--- config.mk ---
export PLATFORM = sky130hd
export DESIGN_NAME = bpf_battery_protection_fsm
export DESIGN_NICKNAME = d
export VERILOG_FILES = /design/src/rtl/bpf_pkg.sv /design/src/rtl/bpf_battery_protection_fsm.sv
export SDC_FILE = /design/constraint.sdc
export NUM_CORES = 1
export LEC_CHECK = 0
export BUFFER_PORTS_ARGS = -buffer_cell sky130_fd_sc_hd__buf_2
export CAP_MARGIN = 0
export CELL_PAD_IN_SITES_DETAIL_PLACEMENT = 0
export CELL_PAD_IN_SITES_GLOBAL_PLACEMENT = 1
export CORE_MARGIN = 10
export CORE_UTILIZATION = 53
export DETAILED_ROUTE_END_ITERATION = 6
export HOLD_SLACK_MARGIN = 0.06
export PLACE_DENSITY_LB_ADDON = 0.1
export SETUP_SLACK_MARGIN = 0.2
export SYNTH_ARGS = -nofsm -noshare
export SYNTH_HDL_FRONTEND = slang
export SYNTH_SLANG_ARGS = --single-unit
--- constraint.sdc ---
create_clock -name clock -period 11.78 [get_ports clock]
set_input_delay 2.356 -clock clock [delete_from_list [all_inputs] [get_ports clock]]
set_output_delay 2.356 -clock clock [all_outputs]
set_load 0.01 [all_outputs]
--- src/rtl/bpf_pkg.sv ---
package bpf_pkg;
   // ----------------------------------------------------------------
   // protection states
   // ----------------------------------------------------------------
   typedef enum logic [2:0]
   {
      BPF_NORMAL     = 3'b000,
      BPF_OVERCHARGE = 3'b001,
      BPF_OVERDISCH  = 3'b010,
      BPF_DISCH_OC   = 3'b011,
      BPF_SHORT      = 3'b100,
      BPF_CHARGE_OC  = 3'b101
   } bpf_state_e;

   // ----------------------------------------------------------------
   // timing: figures in microseconds, counts at the 10 MHz clock
   // ----------------------------------------------------------------
   localparam int BPF_CLK_MHZ          = 10;
   localparam int BPF_OVERCHARGE_US    = 1000;
   localparam int BPF_OVERDISCH_US     = 100;
   localparam int BPF_OD_RELEASE_US    = 100;
   localparam int BPF_DISCH_OC_US      = 10;
   localparam int BPF_SHORT_US         = 2;
   localparam int BPF_CHARGE_OC_US     = 10;
   localparam int BPF_OVERCHARGE_CYC   = BPF_OVERCHARGE_US * BPF_CLK_MHZ;
   localparam int BPF_OVERDISCH_CYC    = BPF_OVERDISCH_US * BPF_CLK_MHZ;
   localparam int BPF_OD_RELEASE_CYC   = BPF_OD_RELEASE_US * BPF_CLK_MHZ;
   localparam int BPF_DISCH_OC_CYC     = BPF_DISCH_OC_US * BPF_CLK_MHZ;
   localparam int BPF_SHORT_CYC        = BPF_SHORT_US * BPF_CLK_MHZ;
   localparam int BPF_CHARGE_OC_CYC    = BPF_CHARGE_OC_US * BPF_CLK_MHZ;
   localparam int BPF_TIMER_W          = 20;
   localparam logic [2:0] BPF_SYNC_RST = 3'h0;
   localparam logic [2:0] BPF_WARM_CYC = 3'h4;
endpackage

--- src/rtl/bpf_battery_protection_fsm.sv ---
`timescale 1ns/1ps
// What this block does
// - normal: both switches on, no pulls
// - overcharge held past delay blocks charging
// - overcharge state: both pulls disconnected
// - below-doc sense and below release: exit overcharge
// - at-doc sense and below detect: exit overcharge
// - overdischarge held past delay blocks discharging
// - overdischarge: pull-up on, pull-down off
// - power-down variant exits only while charging
// - charger sense and above detect: exit overdischarge
// - otherwise stay until cell above release level
// - auto-wakeup: release level held past delay
// - discharge overcurrent held past delay blocks discharging
// - short held past delay blocks discharging
// - overcurrent or short: pull-down on only
// - release overcurrent when sense returns near ground
// - charge overcurrent held past delay blocks charging
// - zero-volt option permits or blocks charging
// - overvoltage charger blocks charging, hysteresis release
// - overvoltage charger acts without delay
// - power-down variant sleeps in overdischarge
// - auto-wakeup stays active in overdischarge
module bpf_battery_protection_fsm
#(
   parameter int OVERCHARGE_CYC = bpf_pkg::BPF_OVERCHARGE_CYC,
   parameter int OVERDISCH_CYC  = bpf_pkg::BPF_OVERDISCH_CYC,
   parameter int OD_RELEASE_CYC = bpf_pkg::BPF_OD_RELEASE_CYC,
   parameter int DISCH_OC_CYC   = bpf_pkg::BPF_DISCH_OC_CYC,
   parameter int SHORT_CYC      = bpf_pkg::BPF_SHORT_CYC,
   parameter int CHARGE_OC_CYC  = bpf_pkg::BPF_CHARGE_OC_CYC
)
(
   // clock and reset
   input  wire logic clock,
   input  wire logic rst,
   // cell comparators (high when cell voltage is above the level)
   input  wire logic above_overcharge_detect_level,
   input  wire logic above_overcharge_release_level,
   input  wire logic above_overdischarge_detect_level,
   input  wire logic above_overdischarge_release_level,
   input  wire logic cell_above_zero_volt_level,
   // load_sense_pin comparators
   input  wire logic sense_at_discharge_overcurrent_level,
   input  wire logic sense_at_short_circuit_level,
   input  wire logic sense_at_charge_overcurrent_level,
   input  wire logic sense_below_charger_level,
   input  wire logic sense_near_ground,
   input  wire logic charger_overvoltage_detect,
   input  wire logic charger_overvoltage_release,
   // factory options, static after power-up
   input  wire logic option_power_down,
   input  wire logic option_zero_volt_charge,
   // switch and pull controls
   output logic      charge_switch_on,
   output logic      discharge_switch_on,
   output logic      sense_pullup_resistor_on,
   output logic      sense_pulldown_resistor_on,
   output logic      sleep_mode,
   output bpf_pkg::bpf_state_e state
);
   import bpf_pkg::*;

   // ----------------------------------------------------------------
   // elaboration checks
   // ----------------------------------------------------------------
   localparam int NUM_IN = 14;
   localparam int TW     = BPF_TIMER_W;

   if (OVERCHARGE_CYC < 1 || OVERCHARGE_CYC >= (1 << TW) || OVERDISCH_CYC < 1 ||
       OVERDISCH_CYC >= (1 << TW) || OD_RELEASE_CYC < 1 || OD_RELEASE_CYC >= (1 << TW) ||
       DISCH_OC_CYC < 1 || DISCH_OC_CYC >= (1 << TW) || SHORT_CYC < 1 ||
       SHORT_CYC >= (1 << TW) || CHARGE_OC_CYC < 1 || CHARGE_OC_CYC >= (1 << TW))
   begin : g_bad_count
      $error("delay count out of range");
   end

   // ----------------------------------------------------------------
   // input synchronisers
   // ----------------------------------------------------------------
   logic [NUM_IN-1:0] raw_in;
   logic [NUM_IN-1:0] sync_in;

   assign raw_in = {option_zero_volt_charge, option_power_down,
                    charger_overvoltage_release, charger_overvoltage_detect,
                    sense_near_ground, sense_below_charger_level,
                    sense_at_charge_overcurrent_level, sense_at_short_circuit_level,
                    sense_at_discharge_overcurrent_level, cell_above_zero_volt_level,
                    above_overdischarge_release_level, above_overdischarge_detect_level,
                    above_overcharge_release_level, above_overcharge_detect_level};

   genvar gi;
   generate
      for (gi = 0; gi < NUM_IN; gi++)
      begin : g_sync
         logic [2:0] stage_reg;
         logic       value_reg;
         always_ff @(posedge clock or posedge rst)
         begin
            if (rst)
               stage_reg <= BPF_SYNC_RST;
            else
               stage_reg <= {stage_reg[1:0], raw_in[gi]};
         end
         // a change counts only once the last two stages agree
         always_ff @(posedge clock or posedge rst)
         begin
            if (rst)
               value_reg <= 1'b0;
            else if (stage_reg[1] == stage_reg[2])
               value_reg <= stage_reg[1];
         end
         assign sync_in[gi] = value_reg;
      end
   endgenerate

   // ----------------------------------------------------------------
   // warm-up: synchronisers read low until the real levels arrive
   // ----------------------------------------------------------------
   // without this a short delay count would act on a false low cell after reset
   logic [2:0] warm_reg;
   logic       warm;
   assign warm = (warm_reg == BPF_WARM_CYC);
   always_ff @(posedge clock or posedge rst)
   begin
      if (rst)
         warm_reg <= 3'h0;
      else if (!warm)
         warm_reg <= warm_reg + 3'h1;
   end

   logic oc_det;
   logic oc_rel;
   logic od_det;
   logic od_rel;
   logic cell_live;
   logic doc_lvl;
   logic short_lvl;
   logic coc_lvl;
   logic chg_lvl;
   logic near_gnd;
   logic ovc_det;
   logic ovc_rel;
   logic opt_pd;
   logic opt_zv;

   assign {opt_zv, opt_pd, ovc_rel, ovc_det, near_gnd, chg_lvl, coc_lvl, short_lvl,
           doc_lvl, cell_live, od_rel, od_det, oc_rel, oc_det} = sync_in;

   // ----------------------------------------------------------------
   // qualifying conditions and delay timers
   // ----------------------------------------------------------------
   bpf_state_e state_reg;
   logic [5:0] cond;
   logic [5:0] fired;
   logic [TW-1:0] limit [6];

   assign cond[0] = (state_reg == BPF_NORMAL) && oc_det;
   assign cond[1] = (state_reg == BPF_NORMAL) && !od_det;
   assign cond[2] = (state_reg == BPF_OVERDISCH) && !opt_pd && od_rel;
   assign cond[3] = (state_reg == BPF_NORMAL) && doc_lvl && !short_lvl;
   assign cond[4] = (state_reg == BPF_NORMAL) && short_lvl;
   assign cond[5] = (state_reg == BPF_NORMAL) && coc_lvl;

   assign limit[0] = TW'(OVERCHARGE_CYC);
   assign limit[1] = TW'(OVERDISCH_CYC);
   assign limit[2] = TW'(OD_RELEASE_CYC);
   assign limit[3] = TW'(DISCH_OC_CYC);
   assign limit[4] = TW'(SHORT_CYC);
   assign limit[5] = TW'(CHARGE_OC_CYC);

   generate
      for (gi = 0; gi < 6; gi++)
      begin : g_timer
         logic [TW-1:0] count_reg;
         // a condition that drops restarts its timer from zero
         always_ff @(posedge clock or posedge rst)
         begin
            if (rst)
               count_reg <= '0;
            else if (!cond[gi] || !warm)
               count_reg <= '0;
            else if (count_reg != limit[gi])
               count_reg <= count_reg + TW'(1);
         end
         assign fired[gi] = cond[gi] && (count_reg == limit[gi]);
      end
   endgenerate

   // ----------------------------------------------------------------
   // protection state machine
   // ----------------------------------------------------------------
   logic charger_present;
   assign charger_present = chg_lvl;

   always_ff @(posedge clock or posedge rst)
   begin
      if (rst)
         state_reg <= BPF_NORMAL;
      else
      begin
         unique case (state_reg)
            BPF_NORMAL:
            begin
               // short outranks the slower faults
               if (fired[4])
                  state_reg <= BPF_SHORT;
               else if (fired[3])
                  state_reg <= BPF_DISCH_OC;
               else if (fired[1])
                  state_reg <= BPF_OVERDISCH;
               else if (fired[0])
                  state_reg <= BPF_OVERCHARGE;
               else if (fired[5])
                  state_reg <= BPF_CHARGE_OC;
            end
            BPF_OVERCHARGE:
            begin
               if (!doc_lvl && !oc_rel)
                  state_reg <= BPF_NORMAL;
               else if (doc_lvl && !oc_det)
                  state_reg <= BPF_NORMAL;
            end
            BPF_OVERDISCH:
            begin
               if (charger_present && od_det)
                  state_reg <= BPF_NORMAL;
               else if (fired[2])
                  state_reg <= BPF_NORMAL;
            end
            BPF_DISCH_OC, BPF_SHORT:
            begin
               if (near_gnd)
                  state_reg <= BPF_NORMAL;
            end
            BPF_CHARGE_OC:
            begin
               // charge overcurrent ends when sense leaves the charge overcurrent level
               if (!coc_lvl)
                  state_reg <= BPF_NORMAL;
            end
            default:
               state_reg <= BPF_NORMAL;
         endcase
      end
   end

   // ----------------------------------------------------------------
   // overvoltage charger latch, no delay either way
   // ----------------------------------------------------------------
   logic ovc_reg;
   always_ff @(posedge clock or posedge rst)
   begin
      if (rst)
         ovc_reg <= 1'b0;
      else if (ovc_det)
         ovc_reg <= 1'b1;
      else if (!ovc_rel)
         ovc_reg <= 1'b0;
   end

   // ----------------------------------------------------------------
   // outputs, all from flip-flops
   // ----------------------------------------------------------------
   logic chg_next;
   logic dis_next;
   assign chg_next = (state_reg != BPF_OVERCHARGE) && (state_reg != BPF_CHARGE_OC) &&
                     !ovc_reg && (cell_live || opt_zv);
   assign dis_next = (state_reg == BPF_NORMAL) || (state_reg == BPF_OVERCHARGE) ||
                     (state_reg == BPF_CHARGE_OC);

   always_ff @(posedge clock or posedge rst)
   begin
      if (rst)
      begin
         charge_switch_on           <= 1'b0;
         discharge_switch_on        <= 1'b0;
         sense_pullup_resistor_on   <= 1'b0;
         sense_pulldown_resistor_on <= 1'b0;
         sleep_mode                 <= 1'b0;
         state                      <= BPF_NORMAL;
      end
      else
      begin
         charge_switch_on           <= chg_next;
         discharge_switch_on        <= dis_next;
         sense_pullup_resistor_on   <= (state_reg == BPF_OVERDISCH);
         sense_pulldown_resistor_on <= (state_reg == BPF_DISCH_OC) ||
                                       (state_reg == BPF_SHORT);
         sleep_mode                 <= (state_reg == BPF_OVERDISCH) && opt_pd;
         state                      <= state_reg;
      end
   end
endmodule

==> results of run 1 <==
through the flow:
step	area [sq um]	power (mW)
after floorplan	8386	0.7491
after global placement	8690	0.7667
after detailed placement	8690	0.7701
after CTS	9275	1.341
after global routing	9275	1.383
final	9275	1.326
critical path, delay by kind of cell:
| family | cells | cell delay (ns) |
|---|---|---|
| buffers and inverters | 3 | 1.54 |
cell families (layout without fill, tap and decap cells):
logic type	count (synthesis)	count (layout)	synth area share, %
and+or+nand+nor	364	364	22.25
DFF	191	191	57.00
xor gates and xnor gates	90	90	9.400
AOI/OAI and AO/OA	63	63	4.327
buffers and inverters	55	88	2.552
adders and majority gates	28	28	3.760
muxes	6	6	0.7162
power breakdown:
| group | switching [mW] | internal (mW) | total [mW] |
|---|---|---|---|
| logic | 0.0420 | 0.0218 | 0.0638 |
| registers | 0.0168 | 0.676 | 0.692 |
| clock network | 0.245 | 0.325 | 0.570 |
| total | 0.304 | 1.02 | 1.33 |
cell type report:
type                    instances  area, sq um  share of cell area [%]
clock buffers                  20        456.7                   4.924
clock inverters                11        128.9                   1.389
inverters                      33        131.4                   1.416
multi-input cells             551         3392                   36.57
flip-flops and latches        191         4780                   51.53
well taps                     211        264.0                   2.846
repair buffers                 24        122.6                   1.322
path summary, 6_finish.rpt:
path                       slack [ns]  cells after the start                  endpoint                    start
max                              8.24                      3   g_timer[4].count_reg[1]                      rst
min                              0.35                      0   g_sync[10].stage_reg[1]  g_sync[10].stage_reg[0]
max reg2reg                      9.26                      5  g_timer[5].count_reg[18]             state_reg[1]
min reg2reg                      0.35                      0   g_sync[10].stage_reg[1]  g_sync[10].stage_reg[0]
max in group clock               8.49                      1          charge_switch_on         charge_switch_on
min in group asynchronous        2.09                      2    g_sync[4].stage_reg[0]                      rst
synth_stat cells (3+ instances only):
cell / count
a21oi_1: 25
and3_1: 12
and4_1: 7
buf_2: 6
clkbuf_1: 16
dfrtp_1: 191
ha_1: 14
inv_1: 33
maj3_1: 14
mux2i_1: 6
nand2_1: 58
nand2b_1: 3
nand3_1: 35
nand4_1: 23
nor2_1: 120
nor2b_1: 3
nor3_1: 22
nor3b_1: 5
nor4_1: 21
nor4b_1: 4
nor4bb_1: 4
o21ai_0: 22
or2_2: 4
or3_1: 19
or4_1: 7
xnor2_1: 56
xor2_1: 34
per-layer routing:
layer	GRT usage (%)	wire length, um
met5	0	0
met4	6.572	254
met3	2.763	436
met2	23.86	7163
met1	18.97	7258
==> summary.md, run 1 <==
| Metric | Value |
|---|---|
| Root buf cell | clkbuf_16 |
| Chip height | 145.8 um |
| Post-Layout Cell Count | 1041 |
| FMAX | between 200 and 300 MHz |
| IO Port Bufs | 23 |
| Rows | between 40 and 50 |
| Clk sink count | 191 |
| Largest register FFs | 120 |
| Tightest Pin Transition | 0.9362 ns |
| Status | finished, final reports clean |
| CTS tree | built |
| Initial antenna violation count | 0 |
| Skew-Pair Late Insertion Delay | 0.43 ns |
| CTS max path bufs | 2 |
| Delay of the slowest critical-path stage | a little under 0.9 ns |
| DRC | 0 |
| Leading cell type in the layout, fill and taps excluded | dfrtp_1 |
| # resized after CTS | 0 |
| CP arrival | 3.96 ns |
| Initial DRC Count | 376 |
| Pwr/cell area | 142.9 nW/um^2 |
| Startpoint Class | primary input |
| Max FO, Critical Path | ~120 |
| Most frequent cells in the layout | dfrtp_1, nor2_1, nand2_1 |
| Setup TNS | 0 ns |
| Post-synth cell types | 53 |
| Mapped Nets | 827 |
| Postcts setup bufs | 0 |
| Synth Area per Inst | 10.52 sq um |
| Worst-path cell chain | buf_2 > inv_8 > buf_4 |
| Synthesis-to-finish area growth | 10.61% |
| # fillers | 1275 |
| Prevailing post-synth register cell | dfrtp_1 |
| Synth top area share | 57.00% |
| Fraction of registers with async set/reset | 100.0% |
| Syn Inst Count | 797 |
| Tot GR Track Use | 14.79% |
| Pre-CTS WS | roughly 7.7 ns |
| Worst Setup End Kind | asynchronous set/reset pin |
| First-pass GRT wire length | 26560 um |
| Crit path time final | 3.536 ns |
| Max-cap check violation count | 0 |
| Tcrit/Tclk final | 30.01% |
| Post-synth EDFFs | 0 |
| Total congestion overflow | 0 |
| Die area | 21250 sq um |
| Final Util | 60.34% |
| Post-synthesis sequential area ratio | a little under three fifths |
| CTS Buf Count | 17 |
| Crit path kind | primary input to asynchronous set/reset pin |
| Nets | 848 |
| Slew Limit Headroom | 37.59% |
| Final Hold Vio Count | 0 |
| Number of inserted diodes | 0 |
| Final Max Slew Viols | 0 |
| Largest net degree at the start of global routing | roughly 120 |
| Worst Clk Skew | 0.008592 ns |
| Min Hold Slack | around 0.35 ns |
| Core area | 15370 sq um |
| # setup viols final | 0 |
| Final worst setup slack | 8.244 ns |
| Via-per-instance ratio | 5.398 |
| Post-synthesis register bit count | 191 |
| Leakage power | 3.832 nW |
| Vias | 5619 |
| Routed WL | 15110 um |
| Yosys Warn Count | 0 |
| Netlist Area Pre-Place | ~8400 sq um |
| Dpl hpwl | 10100 um |
| Cts hold-fix bufs | 0 |
| CP required | 12.21 ns |
| Final RePlAce weighted congestion | 0.7881 |
| Unrepaired setup endpoints after global routing | false |
| Chip Width | approximately 150 um |
| Starting density of the core | 54.55% |
| Boundary pin count | 24 |
| DR WL/cell | 14.52 um |
| Worst-path clk slew | around 0.060 ns |
| Ratio of cells with drive above 1 in the final layout | under 10% |
| Maximum vdd drop | 0.1082 mV |
| Crit path max-delay cell type | buf_4 |
| Dpl cells | between 1000 and 1500 |
| Drt pass-1 iters | 4 |
| Type of the most critical hold path | flip-flop to flip-flop |
| H-tree levels | 4 |
| Vias in the first global route | 5694 |
| Area contributors post-synth | dfrtp_1, xnor2_1, nor2_1 |
| Largest area contributor in the netlist | dfrtp_1 |
| Antenna Nets Post-Route | 0 |
(Power assumes the default switching activity.)
==> inputs of run 2 (changes only) <==
CORE_UTILIZATION = 45   (was 53)
clock period = 2.87 ns   (was 11.78 ns; I/O delays follow)
==> run 2 against run 1 <==
  * Largest power group unchanged
  * Worst setup slack worse by 7.5 ns
  * Critical path depth increased by 3
  * Die area rose by 15%
  * Critical endpoint is now g_timer[5].count_reg[18]
==> summary.md, run 2 (same netlist as run 1, synthesis figures left out) <==
| Metric | Value |
|---|---|
| Critical path origin | state_reg[1] |
| RR Endpoint | g_timer[5].count_reg[18] |
| Largest net degree at the start of global routing | 67 |
| Multi-input logic area | 3392 sq um |
| CTS Buf Count | 17 |
| Root buf cell | clkbuf_16 |
| Post-Layout Cell Count | 1066 |
| DR WL/cell | between 15 and 20 um |
| Initial antenna violation count | 0 |
| Design Power | 5.504 mW |
| Rows | 49 |
| Final worst setup slack | 0.7679 ns |
| Startpoint Class | flip-flop |
| Worst-path clk slew | approximately 0.070 ns |
| Starting density of the core | 46.21% |
| Vias | about 5700 |
| Tightest Pin Transition | 0.7364 ns |
| Chip height | between 150 and 200 um |
| Pre-CTS WS | 0.7695 ns |
| IO Port Bufs | 23 |
| Final Max Slew Viols | 0 |
| Vias in the first global route | 5665 |
| Worst Clk Skew | 0.007840 ns |
| R2R cell count | 6 |
| Final RePlAce weighted congestion | 0.7937 |
| Max-cap check violation count | 0 |
| Die area | 24500 sq um |
| Post-route cell area | 9388 sq um |
| Unrepaired setup endpoints after global routing | false |
| Tcrit/Tclk final | 73.25% |
| Worst Setup End Kind | flip-flop |
| P_sw | 1.299 mW |
| # fillers | 1605 |
| Setup TNS | 0 ns |
| CTS tree | built |
| CP arrival | approximately 2.5 ns |
| P_int | 4.204 mW |
| End point of the critical path | g_timer[5].count_reg[18] |
| Most frequent cells in the layout | dfrtp_1, nor2_1, nand2_1 |
| # resized after CTS | 0 |
| Skew-Pair Late Insertion Delay | about 0.42 ns |
| Maximum vdd drop | around 0.45 mV |
| First-pass GRT wire length | 27740 um |
| DRC | 0 |
| R2R Setup Slk | 0.77 ns |
| Sw frac | 23.61% |
| Nets | about 850 |
| Crit path time final | 2.102 ns |
| Routed WL | 16090 um |
| Leakage power | 3.871 nW |
| Boundary pin count | 24 |
| Number of inserted diodes | 0 |
| Crit path kind | flip-flop to flip-flop |
| Chip Width | between 150 and 200 um |
| Max FO, Critical Path | 20 |
| Tot GR Track Use | 13.80% |
| Synthesis-to-finish area growth | 11.95% |
| # setup viols final | 0 |
| Clk sink count | between 150 and 200 |
| Slew Limit Headroom | 50.91% |
| Core area | 18150 sq um |
| Dpl hpwl | 10940 um |
| CP required | 3.23 ns |
| Final Hold Vio Count | 0 |
| Worst reg2reg path startpoint | state_reg[1] |
| Leading cell type in the layout, fill and taps excluded | dfrtp_1 |
| Cts hold-fix bufs | 0 |
| Postcts setup bufs | 0 |
| Storage element area | 4780 sq um |
| Dpl cells | 1034 |
| Placed Area | 8791 sq um |
| Ratio of cells with drive above 1 in the final layout | a little under a tenth |
| Pwr/cell area | 586.3 nW/um^2 |
| FMAX | 475.7 MHz |
| Antenna Nets Post-Route | 0 |
| Status | finished, final reports clean |
| Total congestion overflow | 0 |
| Sequential group share of total power | 51.6% |
| Clock share of power | between 40% and 50% |
| H-tree levels | 4 |
| Combinational Power Share | around 5.0% |
| Initial DRC Count | 297 |
| CTS max path bufs | 2 |
| Type of the most critical hold path | primary input to asynchronous set/reset pin |
| Largest register FFs | 120 |
| Via-per-instance ratio | 5.360 |
| Drt pass-1 iters | 4 |
[run 2: cell types whose count changed in the layout (fill, tap and decap cells not counted)]
cell	previous run	this run
buf_12	0	3
buf_4	1	4
clkbuf_1	1	2
clkbuf_8	2	1
clkinv_2	2	0
clkinv_4	2	3
clkinvlp_4	2	3
inv_8	1	2
[run 2: how the worst min path moves through the flow]
stage	startpoint	endpoint	slack [ns]	cells after the start
6_report	rst	g_sync[13].stage_reg[0]	0.24	2
5_1_grt	sense_at_short_circuit_level	g_sync[6].stage_reg[0]	0.23	1
4_1_cts	rst	g_sync[8].stage_reg[2]	0.24	2
3_5_place_dp	g_sync[4].stage_reg[0]	g_sync[4].stage_reg[1]	0.34	0
3_3_place_gp	g_sync[8].stage_reg[0]	g_sync[8].stage_reg[1]	0.33	0
2_1_floorplan	g_sync[0].stage_reg[0]	g_sync[0].stage_reg[1]	0.33	0
[run 2: layout make-up]
class | instances | area share (%)
inverter | 33 | 1.359
sequential | 191 | 50.91
clock buffer | 20 | 4.758
clock inverter | 12 | 1.599
multi-input combinational | 551 | 36.13
timing repair buffer | 30 | 2.186
tap | 229 | 3.052
[run 2: worst max-delay path, cell delays in order, from the launching register on]
cell,delay (ns)
dfrtp_1,0.48
or3_4,0.46
nor2_2,0.24
nand2_1,0.08
buf_4,0.21
or4_1,0.51
nand2_1,0.07
[run 2: through the flow]
step | utilization, % | hold slack (ns)
floorplan | - | 0.3312
global route | 51.73 | 0.2311
CTS | 51.73 | 0.2360
finish | 51.73 | 0.2385
global placement | 48.44 | 0.3318
detailed placement | 48.44 | 0.3355
[run 2: layer usage]
layer	global-route usage (%)	vias to the layer above	wire, um	share of wire (%)
met5	0	-	0	0
met4	3.506	0	165	1.0
met3	3.454	11	566	3.5
met2	21.52	90	7581	47
met1	18.86	2826	7776	48
li1	-	2787	-	-
[run 2: power by group through the flow]
stage	sequential [mW]	combinational (mW)	clock [mW]
CTS	2.84	0.285	2.45
detailed placement	2.89	0.282	0
finish	2.84	0.276	2.39
global route	2.85	0.317	2.56
global placement	2.89	0.274	0
floorplan	2.87	0.202	0
